`config.mk`:
```
export PLATFORM = sky130hd
export DESIGN_NAME = mdr_io_relay
export DESIGN_NICKNAME = d
export VERILOG_FILES = /design/src/hdl/mdr_io_relay.v
export VERILOG_INCLUDE_DIRS = /design/src /design/src/inc
export SDC_FILE = /design/constraint.sdc
export NUM_CORES = 1
export LEC_CHECK = 0
export BUFFER_PORTS_ARGS = -buffer_cell sky130_fd_sc_hd__buf_2
export CORE_MARGIN = 2
export CORE_UTILIZATION = 44
export DETAILED_ROUTE_END_ITERATION = 8
export GPL_TIMING_DRIVEN = 0
export HOLD_SLACK_MARGIN = 0.15
export PLACE_DENSITY_LB_ADDON = 0.2
export SETUP_SLACK_MARGIN = 0.05
export SYNTH_ARGS = -nofsm -noshare
export SYNTH_HDL_FRONTEND = slang
export SYNTH_SLANG_ARGS = --single-unit
```
`constraint.sdc`:
```
create_clock -name clk -period 17.75 [get_ports clk]
set_input_delay 0.8875 -clock clk [delete_from_list [all_inputs] [get_ports clk]]
set_output_delay 0.8875 -clock clk [all_outputs]
set_load 0.005 [all_outputs]
```
`src/inc/mdr_map.vh`:
```
/*
 * register map, field positions, reset values, mode codes and timing figures
 * of the digital input and relay/pulse output block.
 * assumes a 32-bit register port with word-sized registers at small indices.
 */
`ifndef MDR_MAP_VH
`define MDR_MAP_VH

// register addresses
`define MDR_ADDR_W 4
`define MDR_REG_DICFG 4'h0
`define MDR_REG_RLCFG 4'h1
`define MDR_REG_TIMER 4'h2
`define MDR_REG_WEIGHT 4'h3
`define MDR_REG_CMD 4'h4
`define MDR_REG_COUNT 4'h5
`define MDR_REG_STATUS 4'h6
`define MDR_REG_TIME 4'h7

// input configuration fields
`define MDR_DI_MODE_LSB 0
`define MDR_DI_MODE_MSB 1
`define MDR_DI_SYS_LSB 2
`define MDR_DI_LOG_BIT 5
`define MDR_DI_MODE_RST 2'h0
`define MDR_DI_NORMAL 2'h0
`define MDR_DI_SYNC 2'h1
`define MDR_DI_COND 2'h2

// relay configuration fields
`define MDR_RL_MODE_LSB 0
`define MDR_RL_MODE_MSB 3
`define MDR_RL_INT_BIT 4
`define MDR_RL_MODE_RST 4'h0
`define MDR_RL_NORMAL 4'h0
`define MDR_RL_LATCHED 4'h1
`define MDR_RL_TIMED 4'h2
`define MDR_RL_EOI 4'h3
`define MDR_RL_ABS_KWH 4'h4
`define MDR_RL_ABS_KVARH 4'h5
`define MDR_RL_KVAH 4'h6
`define MDR_RL_KWH_IN 4'h7
`define MDR_RL_KVARH_IN 4'h8
`define MDR_RL_KWH_OUT 4'h9
`define MDR_RL_KVARH_OUT 4'hA
`define MDR_TIMER_RST 16'h0000
`define MDR_WEIGHT_RST 16'h0001

// command bits
`define MDR_CMD_ON 0
`define MDR_CMD_OFF 1
`define MDR_CMD_OVR_ON 2
`define MDR_CMD_OVR_OFF 3
`define MDR_CMD_CLR 4

// status bits
`define MDR_ST_DI 0
`define MDR_ST_RELAY 1
`define MDR_ST_OVR 2
`define MDR_ST_LOST 3
`define MDR_ST_INSYNC 4

// timing figures in their own units
`define MDR_CLK_HZ 20000000
`define MDR_DEB_MS 10
`define MDR_SYNC_TIMEOUT_MIN 66
`define MDR_PULSE_MAX_PER_S 12

`endif

```
`src/hdl/mdr_io_relay.v`:
```
/*
 * digital input sensing, demand sync and relay / two-wire pulse output logic.
 * assumes: digIn is an asynchronous pin; alarm, demand-end, log-clear and
 * energy strobes come from logic on clk; register port is single-cycle.
 */
// Added by the designer: strobed register access and the address map.
// How it works
// - count off-to-on edges, clear by command
// - log each input change with seconds stamp
// - input mode: normal, sync or conditional energy
// - one input feeds chosen demand systems
// - input mode resets to normal
// - sync pulse closes interval once armed, starts next
// - no interval boundary without sync pulse
// - 66 minutes silent discards pending demand
// - eleven relay modes, external control default
// - internal control ignores commands except override and off in latched mode
// - setup writes de-energize the relay
// - external normal/latched hold until off command
// - internal normal follows assigned alarm
// - internal latched holds until off or clear
// - external timed: command restarts the timer
// - internal timed: alarm energizes for timer
// - interval end pulses relay for timer
// - absolute modes add both directions
// - directional modes count one direction
// - relay resets to normal, external
// - each output transition is one pulse, max 12/s
`timescale 1ns/10ps
`include "mdr_map.vh"

module mdr_io_relay #(
   parameter NSYS = 3,
   parameter SEC_CYCLES = `MDR_CLK_HZ,
   parameter DEB_CYCLES = (`MDR_CLK_HZ / 1000) * `MDR_DEB_MS,
   parameter GAP_CYCLES = (`MDR_CLK_HZ + `MDR_PULSE_MAX_PER_S - 1) / `MDR_PULSE_MAX_PER_S
) (
   input wire clk,
   input wire rstn,
   input wire ce,
   input wire [`MDR_ADDR_W-1:0] addr,
   input wire [31:0] wdata,
   input wire wr,
   input wire rd,
   output reg [31:0] rdata,
   input wire digIn,
   input wire alarmActive,
   input wire hiLogClear,
   input wire demandEnd,
   input wire eRealIn,
   input wire eRealOut,
   input wire eReactIn,
   input wire eReactOut,
   input wire eApparent,
   output reg relayOn,
   output reg diLevel,
   output reg condEnergyEn,
   output reg [NSYS-1:0] intervalClose,
   output reg [NSYS-1:0] intervalDiscard,
   output reg logValid,
   output reg [31:0] logTime
);
   localparam TOUT_S = `MDR_SYNC_TIMEOUT_MIN * 60;

   reg rstnMeta, rstnSync, pinMeta, pinSync, logEn, rlInt, syncArmed, syncLost;
   reg ovrActive, ovrLevel, alarmPrev, timing, relayWant;
   reg [31:0] debCnt, diCount, secCnt, nowSec, subCnt, gapCnt, next_rdata;
   reg [1:0] diMode;
   reg [NSYS-1:0] sysSel;
   reg [3:0] rlMode;
   reg [15:0] timerSet, weight, timeLeft;
   reg [11:0] syncAge;
   reg [23:0] acc;
   wire [1:0] inc = energy_units(rlMode, eRealIn, eRealOut, eReactIn, eReactOut, eApparent);

   wire secTick = (secCnt == SEC_CYCLES - 1);
   wire wrCfg = wr && (addr == `MDR_REG_DICFG || addr == `MDR_REG_RLCFG ||
                       addr == `MDR_REG_TIMER || addr == `MDR_REG_WEIGHT);
   wire cmdWr = wr && (addr == `MDR_REG_CMD);
   wire cmdOn = cmdWr && wdata[`MDR_CMD_ON];
   wire cmdOff = cmdWr && wdata[`MDR_CMD_OFF];
   wire alarmRise = alarmActive && !alarmPrev;
   wire diRise = (debCnt == DEB_CYCLES - 1) && pinSync && !diLevel;
   wire diChange = (debCnt == DEB_CYCLES - 1) && (pinSync != diLevel);
   wire syncPulse = diRise && (diMode == `MDR_DI_SYNC);
   wire timedMode = (rlMode == `MDR_RL_TIMED);
   wire eoiMode = (rlMode == `MDR_RL_EOI);
   wire pulseMode = (rlMode >= `MDR_RL_ABS_KWH) && (rlMode <= `MDR_RL_KVARH_OUT);
   // plain on commands (no override) only move the relay under external control
   wire extCmdOn = cmdOn && !rlInt;
   wire timerStart = (timedMode && (rlInt ? alarmRise : extCmdOn)) || (eoiMode && demandEnd);
   wire timerDone = timing && (timeLeft == 16'h0000);

   // one-hot-free count of energy units for the selected pulse mode
   function [1:0] energy_units(input [3:0] mode, input rIn, input rOut, input qIn,
                               input qOut, input app);
      begin
         case (mode)
            `MDR_RL_ABS_KWH: energy_units = {1'b0, rIn} + {1'b0, rOut};
            `MDR_RL_ABS_KVARH: energy_units = {1'b0, qIn} + {1'b0, qOut};
            `MDR_RL_KVAH: energy_units = {1'b0, app};
            `MDR_RL_KWH_IN: energy_units = {1'b0, rIn};
            `MDR_RL_KVARH_IN: energy_units = {1'b0, qIn};
            `MDR_RL_KWH_OUT: energy_units = {1'b0, rOut};
            `MDR_RL_KVARH_OUT: energy_units = {1'b0, qOut};
            default: energy_units = 2'h0;
         endcase
      end
   endfunction

   // reset release through two stages; assertion stays asynchronous
   always @(posedge clk or negedge rstn) begin
      if (!rstn) begin
         rstnMeta <= 1'b0;
         rstnSync <= 1'b0;
      end else if (ce) begin
         rstnMeta <= 1'b1;
         rstnSync <= rstnMeta;
      end
   end

   always @(posedge clk or negedge rstnSync) begin
      if (!rstnSync) begin
         pinMeta <= 1'b0;
         pinSync <= 1'b0;
         debCnt <= 32'h0000_0000;
         diLevel <= 1'b0;
      end else if (ce) begin
         pinMeta <= digIn;
         pinSync <= pinMeta;
         // level must stay stable a full filter period before it is taken
         if (pinSync == diLevel) begin
            debCnt <= 32'h0000_0000;
         end else if (debCnt == DEB_CYCLES - 1) begin
            debCnt <= 32'h0000_0000;
            diLevel <= pinSync;
         end else begin
            debCnt <= debCnt + 32'h0000_0001;
         end
      end
   end

   // registers and setup
   always @(posedge clk or negedge rstnSync) begin
      if (!rstnSync) begin
         diMode <= `MDR_DI_MODE_RST;
         sysSel <= {NSYS{1'b0}};
         logEn <= 1'b0;
         rlMode <= `MDR_RL_MODE_RST;
         rlInt <= 1'b0;
         timerSet <= `MDR_TIMER_RST;
         weight <= `MDR_WEIGHT_RST;
         rdata <= 32'h0000_0000;
      end else if (ce) begin
         rdata <= rd ? next_rdata : 32'h0000_0000;
         if (wr) begin
            case (addr)
               `MDR_REG_DICFG: begin
                  diMode <= wdata[`MDR_DI_MODE_MSB:`MDR_DI_MODE_LSB];
                  sysSel <= wdata[`MDR_DI_SYS_LSB +: NSYS];
                  logEn <= wdata[`MDR_DI_LOG_BIT];
               end
               `MDR_REG_RLCFG: begin
                  rlMode <= wdata[`MDR_RL_MODE_MSB:`MDR_RL_MODE_LSB];
                  rlInt <= wdata[`MDR_RL_INT_BIT];
               end
               `MDR_REG_TIMER: timerSet <= wdata[15:0];
               `MDR_REG_WEIGHT: weight <= wdata[15:0];
               default: ;
            endcase
         end
      end
   end

   always @* begin
      next_rdata = 32'h0000_0000;
      case (addr)
         `MDR_REG_DICFG: begin
            next_rdata[`MDR_DI_MODE_MSB:`MDR_DI_MODE_LSB] = diMode;
            next_rdata[`MDR_DI_SYS_LSB +: NSYS] = sysSel;
            next_rdata[`MDR_DI_LOG_BIT] = logEn;
         end
         `MDR_REG_RLCFG: begin
            next_rdata[`MDR_RL_MODE_MSB:`MDR_RL_MODE_LSB] = rlMode;
            next_rdata[`MDR_RL_INT_BIT] = rlInt;
         end
         `MDR_REG_TIMER: next_rdata[15:0] = timerSet;
         `MDR_REG_WEIGHT: next_rdata[15:0] = weight;
         `MDR_REG_COUNT: next_rdata = diCount;
         `MDR_REG_STATUS: begin
            next_rdata[`MDR_ST_DI] = diLevel;
            next_rdata[`MDR_ST_RELAY] = relayOn;
            next_rdata[`MDR_ST_OVR] = ovrActive;
            next_rdata[`MDR_ST_LOST] = syncLost;
            next_rdata[`MDR_ST_INSYNC] = syncArmed;
         end
         `MDR_REG_TIME: next_rdata = nowSec;
         default: next_rdata = 32'h0000_0000;
      endcase
   end

   // input counting, logging, time base, demand sync
   always @(posedge clk or negedge rstnSync) begin
      if (!rstnSync) begin
         diCount <= 32'h0000_0000;
         secCnt <= 32'h0000_0000;
         nowSec <= 32'h0000_0000;
         logValid <= 1'b0;
         logTime <= 32'h0000_0000;
         condEnergyEn <= 1'b0;
         syncAge <= 12'h000;
         syncArmed <= 1'b0;
         syncLost <= 1'b0;
         intervalClose <= {NSYS{1'b0}};
         intervalDiscard <= {NSYS{1'b0}};
      end else if (ce) begin
         secCnt <= secTick ? 32'h0000_0000 : secCnt + 32'h0000_0001;
         if (wr && addr == `MDR_REG_TIME) begin
            nowSec <= wdata;
         end else if (secTick) begin
            nowSec <= nowSec + 32'h0000_0001;
         end
         // edge counter; an edge in the clear cycle still counts
         if (diRise) begin
            diCount <= (cmdWr && wdata[`MDR_CMD_CLR]) ? 32'h0000_0001 :
                       diCount + 32'h0000_0001;
         end else if (cmdWr && wdata[`MDR_CMD_CLR]) begin
            diCount <= 32'h0000_0000;
         end
         logValid <= diChange && logEn;
         if (diChange && logEn) begin
            logTime <= nowSec;
         end
         condEnergyEn <= (diMode == `MDR_DI_COND) && diLevel;
         intervalClose <= {NSYS{1'b0}};
         intervalDiscard <= {NSYS{1'b0}};
         if (diMode != `MDR_DI_SYNC) begin
            syncArmed <= 1'b0;
            syncLost <= 1'b0;
            syncAge <= 12'h000;
         end else if (syncPulse) begin
            if (syncArmed) begin
               intervalClose <= sysSel;
            end
            syncArmed <= 1'b1;
            syncLost <= 1'b0;
            syncAge <= 12'h000;
         end else if (syncArmed && secTick) begin
            if (syncAge == TOUT_S - 1) begin
               intervalDiscard <= sysSel;
               syncArmed <= 1'b0;
               syncLost <= 1'b1;
               syncAge <= 12'h000;
            end else begin
               syncAge <= syncAge + 12'h001;
            end
         end
      end
   end

   // relay wish for the non-pulse modes
   always @* begin
      case (rlMode)
         `MDR_RL_NORMAL: relayWant = rlInt ? alarmActive : relayOn;
         `MDR_RL_LATCHED: relayWant = relayOn || (rlInt && alarmActive);
         `MDR_RL_TIMED: relayWant = timing;
         `MDR_RL_EOI: relayWant = timing;
         default: relayWant = 1'b0;
      endcase
   end

   // relay, timer and pulse initiator
   always @(posedge clk or negedge rstnSync) begin
      if (!rstnSync) begin
         relayOn <= 1'b0;
         ovrActive <= 1'b0;
         ovrLevel <= 1'b0;
         alarmPrev <= 1'b0;
         timeLeft <= 16'h0000;
         subCnt <= 32'h0000_0000;
         timing <= 1'b0;
         acc <= 24'h00_0000;
         gapCnt <= 32'h0000_0000;
      end else if (ce) begin
         alarmPrev <= alarmActive;
         if (gapCnt != 32'h0000_0000) begin
            gapCnt <= gapCnt - 32'h0000_0001;
         end
         if (timerStart) begin
            timing <= 1'b1;
            timeLeft <= timerSet;
            subCnt <= 32'h0000_0000;
         end else if (timerDone) begin
            timing <= 1'b0;
         end else if (timing) begin
            if (subCnt == SEC_CYCLES - 1) begin
               subCnt <= 32'h0000_0000;
               timeLeft <= timeLeft - 16'h0001;
            end else begin
               subCnt <= subCnt + 32'h0000_0001;
            end
         end
         if (wrCfg) begin
            relayOn <= 1'b0;
            ovrActive <= 1'b0;
            timing <= 1'b0;
            acc <= 24'h00_0000;
         end else if (rlInt && cmdWr && wdata[`MDR_CMD_OVR_ON]) begin
            ovrActive <= 1'b1;
            ovrLevel <= wdata[`MDR_CMD_ON];
            relayOn <= wdata[`MDR_CMD_ON];
         end else if (ovrActive && !(cmdWr && wdata[`MDR_CMD_OVR_OFF]) && rlInt) begin
            relayOn <= ovrLevel;
         end else if (pulseMode) begin
            ovrActive <= 1'b0;
            if (acc + {22'h00_0000, inc} >= {8'h00, weight} && gapCnt == 32'h0000_0000) begin
               acc <= acc + {22'h00_0000, inc} - {8'h00, weight};
               relayOn <= !relayOn;
               gapCnt <= GAP_CYCLES - 1;
            end else begin
               acc <= acc + {22'h00_0000, inc};
            end
         end else begin
            ovrActive <= 1'b0;
            if (extCmdOn && (rlMode == `MDR_RL_NORMAL || rlMode == `MDR_RL_LATCHED)) begin
               relayOn <= 1'b1;
            end else if ((cmdOff && !rlInt && rlMode == `MDR_RL_NORMAL) ||
                         ((cmdOff || (rlInt && hiLogClear)) && rlMode == `MDR_RL_LATCHED)) begin
               // latch released by command or log clear
               relayOn <= 1'b0;
            end else if (timerStart) begin
               relayOn <= 1'b1;
            end else if (timerDone) begin
               relayOn <= 1'b0;
            end else begin
               relayOn <= relayWant;
            end
         end
      end
   end

endmodule // mdr_io_relay

```
Word level (Yosys, flattened, before mapping)
Index checks and enable logic that the tools add are counted.
Word-level totals
  bits in registers: 371
  latch bits: 0
  memory bits (writable): 0
  bits in read-only memories: 0
  bits of input ports: 50
  output and inout bits: 74
  logic and storage cells: 228
  memories kept: 0
Cells by class
  add/sub/neg operators: 12
  $mul: 0
  divide/modulo/power cells: 0
  order comparisons: 3
  equal/unequal tests: 32
  shift operators: 0
  muxes and demuxes: 70
  bitwise gates (word level): 2
  reduce and logical (&&, ||, !) cells: 75
Operator list (number)
  32-bit two-way mux: 19
  32-bit by 1-bit adder with 32-bit output (second input constant): 5
  24-bit two-way mux: 5
  32-bit by 25-bit equality test with 1-bit output (second input constant): 2
  16-bit two-way mux: 4
  12-bit two-way mux: 4
  10-bit case mux with 4 select lines: 1
  5-bit case mux with 7 select lines: 1
  32-bit by 18-bit equality test with 1-bit output (second input constant): 1
  4-bit by 3-bit equality test with 1-bit output (second input constant): 8
  32-bit logical NOT: 1
  16-bit case mux with 2 select lines: 1
  32-bit nonzero test: 1
  32-bit by 1-bit subtractor with 32-bit output (second input constant): 1
  1-bit logical AND: 31
  3-bit AND reduction: 9
  1-bit two-way mux: 25
  24-bit by 2-bit adder with 24-bit output: 1
  24-bit by 16-bit greater-or-equal comparator with 1-bit output: 1
  24-bit by 16-bit subtractor with 24-bit output: 1
  3-bit two-way mux: 7
  4-bit by 2-bit equality test with 1-bit output (second input constant): 4
  16-bit logical NOT: 1
  16-bit by 1-bit subtractor with 16-bit output (second input constant): 1
  28 further kinds: 59

Depth between registers and ports, before layout
  word-level depth: 14
  depth in mapped cells: 25
  depth with buffers taken out: 23

Worst setup path after synthesis
Ideal clock, no wire load.
  path type: register -> register
  from: register, netlist name rstnSync
  to: register rstnSync
  setup time: 0.127 ns
  arrival: 9.287 ns
  data required time: 17.623 ns
  setup slack: 8.336 ns
  cell stages (with the launch flop): 2
  buffers on the path: 0
  period minus slack after synthesis: 9.414 ns
  cell sequence: dfrtp_1 > mux2_2
RTL lines
  end signal: assignment: line mdr_io_relay.v:118  | rstnSync <= rstnMeta;
  end: declaration: line mdr_io_relay.v:65  | reg rstnMeta, rstnSync, pinMeta, pinSync, logEn, rlInt, syncArmed, syncLost;

Worst setup path after layout
  from: register rlMode[0]
  to: register gapCnt[16]
Between the ends
  cells in the longest elaborated chain, start to end: 10
  elaborated cells between the ends (all ways): 19
  classes of those cells: add/sub (1); order compare (3); eq/ne (7); mux (6); reduce/logical (2)
Ends and longest elaborated chain
  start: declaration: line mdr_io_relay.v:70  | reg [3:0] rlMode;
  start signal: assignment: line mdr_io_relay.v:149  | rlMode <= `MDR_RL_MODE_RST;
  start signal: assignment: line mdr_io_relay.v:164  | rlMode <= wdata[`MDR_RL_MODE_MSB:`MDR_RL_MODE_LSB];
  4-bit equality test or 4-bit by 3-bit equality test with 1-bit output (tied branches): line mdr_io_relay.v:98  | case (mode)
  2-bit case mux with 7 select lines: line mdr_io_relay.v:98
  24-bit by 2-bit adder with 24-bit output: line mdr_io_relay.v:316  | if (acc + {22'h00_0000, inc} >= {8'h00, weight} && gapCnt == 32'h0000_0000) begin
  24-bit by 16-bit greater-or-equal comparator with 1-bit output: line mdr_io_relay.v:316
  1-bit logical AND: line mdr_io_relay.v:316
  32-bit two-way mux: line mdr_io_relay.v:316
  32-bit two-way mux (*): line mdr_io_relay.v:314  | end else if (pulseMode) begin
  32-bit two-way mux (*): line mdr_io_relay.v:312  | end else if (ovrActive && !(cmdWr && wdata[`MDR_CMD_OVR_OFF]) && rlInt) begin
  32-bit two-way mux (*): line mdr_io_relay.v:308  | end else if (rlInt && cmdWr && wdata[`MDR_CMD_OVR_ON]) begin
  32-bit two-way mux (*): line mdr_io_relay.v:303  | if (wrCfg) begin
  end signal: assignment: line mdr_io_relay.v:287  | gapCnt <= gapCnt - 32'h0000_0001;
  end signal: assignment: line mdr_io_relay.v:319  | gapCnt <= GAP_CYCLES - 1;
  end: declaration: line mdr_io_relay.v:67  | reg [31:0] debCnt, diCount, secCnt, nowSec, subCnt, gapCnt, next_rdata;
Every way passes the cells marked *; elsewhere a longest branch is shown, timed or not.
A chain may end at the register's enable or synchronous reset.

==> impl_metrics.tcl <==
set metrics [dict create \
    grt_antenna_before_repair 5 \
    min_delay_worst_endpoint "rstnMeta$_DFFE_PN0P_" \
    pwr_density_cell_nw_per_um2 95.0 \
    post-synth-top-area-cell "sky130_fd_sc_hd__dfrtp_1" \
    final-setup-viol-count 0 \
    globalRouteTotalUtil 0.257 \
    floorplan.rows 78 \
    grt.met3_usage 0.0403 \
    drv_cap 0 \
    detailedRoute.firstPassIterationCount 6 \
    ant_nets 0 \
    placed_cells 2916 \
    ys_top_cells_by_area "sky130_fd_sc_hd__dfrtp_1 (46%), sky130_fd_sc_hd__o21ai_0 (4.8%), sky130_fd_sc_hd__nand2_1 (4.7%)" \
    detail_route.vias_per_cell 5.95 \
    async_reset_ff_frac 1.00 \
    worst_setup_hold_path_clk_slew_ps 60 \
    design.die.area_um2 47400 \
    worst-endpoint-arrival_ps 7380 \
    reg2reg_to "gapCnt[16]$_DFFE_PN0P_" \
    clock_path_buffers 3 \
    final_hold_viol_count 0 \
    reg2reg_from "rlMode[0]$_DFFE_PN0P_" \
    maxSlewHeadroom 0.301 \
    num-nets-final 2441 \
    die_h_um 218 \
    cts.repair.resized 0 \
    endpoint_kind "flop" \
    dominantRegCellSynth "sky130_fd_sc_hd__dfrtp_1" \
    criticalPathCategory "flop to flop" \
    portBuffers 122 \
    worst_hold_startpoint "rstnMeta$_DFFE_PN0P_" \
    power.ir.vdd_worst_mv 0.0638 \
    residual_drc 0 \
    finalClockSkew_ps 18.8 \
    hold_class "flop to flop" \
    numCtsBuffers 41 \
    timing.hold.worst_path_depth 1 \
    yosys_warnings 0 \
    initialDrtViolationCount 1841 \
    syn_area_um2 20100 \
    min_period_ps 6970 \
    timing.critical_path.from_type "flop" \
    synth_enable_flop_cells 0 \
    max_clock_freq_mhz 143 \
    ys_types 75 \
    reg2reg_setup_slack_ps 10780 \
    cts_root_buf "sky130_fd_sc_hd__clkbuf_16" \
    cpMaxStageDelayCell "sky130_fd_sc_hd__nor3_1" \
    holdBufCountCts 1 \
    worst_hold_slack_ps 455 \
    worstMarginPinSlew_ps 1040 \
    finalCoreUtilization 0.505 \
    worst_path_largest_cell_delay_ps 800 \
    synth.ff_latch_count 371 \
    worst_path_required_ps 18160 \
    initial_utilization 0.445 \
    htreeDepth 2 \
    report.power.total_mw 2.17 \
    synth_sequential_area_ratio 0.462 \
    placed_cell_area_um2 21600 \
    overflow 0 \
    busiest_metal_layer_after_global_routing "met2" \
    final-instance-count-excl-fill 2988 \
    layout-drive-gt1-share 0.125 \
    multi_input_area_um2 10200 \
    layout.cell_area.non_filler_um2 22800 \
    final.period_utilization 0.393 \
    design.portCount 124 \
    chipWidth_um 218 \
    rsz0062_at_grt "false" \
    routedWlPerCell_um 20.3 \
    grt_start_max_net_pins 72 \
    worst_setup_path_startpoint "rlMode[0]$_DFFE_PN0P_" \
    dp_hpwl_mm 44.5 \
    timing.final.max_slew_violations 0 \
    routed_wirelength_mm 60.7 \
    synth_cells 2187 \
    first_global_vias 16900 \
    post_cts_buffers 0 \
    worstPathCellList "buf_1, mux2i_1, nor4b_1, fa_1, nand2_1, nor3_1, nand2_1, nor2_1, and3_1, nand3_1, xnor2_1, ha_1, and2_1, and3_1, a221o_1, a211oi_1, a41oi_2, buf_2, nand2_1, clkbuf_1, nand3_1" \
    via_count 17800 \
    cellLeakagePower_nw 10.3 \
    tritoncts "yes" \
    cts.sinks 371 \
    worstPathMaxFanout 10 \
    grt_use_met2 0.414 \
    setup_tns_ps 0 \
    avgSynthCellArea_um2 9.19 \
    routabilityCongestion 0.907 \
    final.fill_count 4140 \
    area_delta_synth_final_pct 13.6 \
    wire_length_of_the_first_global_routing_pass_mm 96.0 \
    seq_area_um2 9290 \
    clock_latency_on_the_worst_skew_pair_ps 570 \
    outcome "complete, no violations" \
    core_um2 45200 \
    worst_path_most_repeated_cell "sky130_fd_sc_hd__nand2_1" \
    met1_usage 0.351 \
    ff2ff_path_depth 21 \
    synth.net_count 2268 \
    final.setup.worst_slack_ps 10780 \
    netlist.area_leader.share 0.461 \
    pre_cts_slack_ps 10800 \
]
cell type report:
type / count / share of cell area
Antenna cell: 3 / 0.000329
Buffer: 108 / 0.0188
Clock buffer: 57 / 0.0489
Clock inverter: 11 / 0.00241
Inverter: 57 / 0.00938
Multi-Input combinational cell: 1651 / 0.446
Sequential cell: 371 / 0.407
Tap cell: 600 / 0.0329
Timing Repair Buffer: 130 / 0.0341
power breakdown:
| group | leakage, nW | switching (mW) | internal (mW) |
|---|---|---|---|
| Combinational | 4.81 | 0.214 | 0.146 |
| Sequential | 4.92 | 0.0932 | 0.930 |
| Clock | 0.585 | 0.349 | 0.436 |
synthesized netlist by cell type (all sizes together), types with 7 or more instances:
master,n
a211oi,10
a21o,30
a21oi,121
a221oi,7
a222oi,15
a22o,17
a22oi,28
a31oi,15
and2,15
and3,63
and4,12
buf,27
clkbuf,81
dfrtp,370
ha,29
inv,56
mux2,61
mux2i,13
nand2,253
nand2b,29
nand3,100
nand4,44
nor2,179
nor2b,18
nor3,49
nor3b,10
nor4,36
nor4b,12
o21ai,193
o22ai,18
o2bb2ai,19
o31ai,25
or2,10
or3,18
or4,8
xnor2,61
xor2,74
logic make-up after synthesis:
logic type,synth area share
XOR/XNOR,0.0588
buffers and inverters,0.0320
AO/OA/AOI/OAI,0.169
AND/OR/NAND/NOR,0.216
flip-flops,0.462
multiplexers,0.0418
adder cells (fa/ha/maj),0.0201
how the worst max path moves through the flow:
| stage | endpoint | slack, ps | cells after the start |
|---|---|---|---|
| final | gapCnt[16]$_DFFE_PN0P_ | 10780 | 21 |
| after global routing | gapCnt[16]$_DFFE_PN0P_ | 10250 | 24 |
| after CTS | gapCnt[16]$_DFFE_PN0P_ | 10920 | 21 |
| after detailed placement | acc[8]$_DFFE_PN0P_ | 10800 | 25 |
| after global placement | logTime[13]$_DFFE_PN0P_ | 2030 | 0 |
| after floorplan | acc[0]$_DFFE_PN0P_ | 6630 | 0 |
registers in the layout (all words and copies together) (netlist names), 2 cells and up:
name             count
logTime             32
timeLeft            16
diCount             32
rlMode               4
acc                 24
diMode               2
rdata               32
timerSet            16
nowSec              32
gapCnt              32
subCnt              32
intervalDiscard      3
secCnt              32
syncAge             12
debCnt              32
sysSel               3
intervalClose        3
weight              16
metal layers:
layer	share of wire	wire, um
met1	0.44	26900
met2	0.46	28000
met3	0.062	3760
met4	0.033	1980
met5	0.00046	28
cells in the final DEF (no fill, tap or decap), drive strengths merged, types with 8 or more instances in the layout:
cell type and instances:
nor4b 12, nor4 36, mux2 61, and2 15, o2bb2ai 19, and3 63, o31ai 25, a222oi 15
or2 10, a22oi 28, o22ai 18, buf 156, nand4 44, nand3 100, xnor2 61, o21ai 193
nor3 49, nor2b 18, nand2 253, nand2b 29, and4 12, clkinv 12, ha 29, nor3b 10
xor2 74, or4 8, a21oi 121, a31oi 15, clkbuf 138, or3 18, mux2i 13, a21o 30
a22o 17, dfrtp 370, nor2 179, a211oi 10, inv 56
critical path: cells and delay by family, from the launching register on:
kind / cells / cell delay (ps)
mux: 1 / 280
flops: 1 / 390
xor+xnor: 1 / 220
simple gates: 11 / 3160
compound gates: 3 / 870
buf+inv: 3 / 1180
fa+ha+maj: 2 / 710
Note: power is estimated with default switching activity, not from simulation.
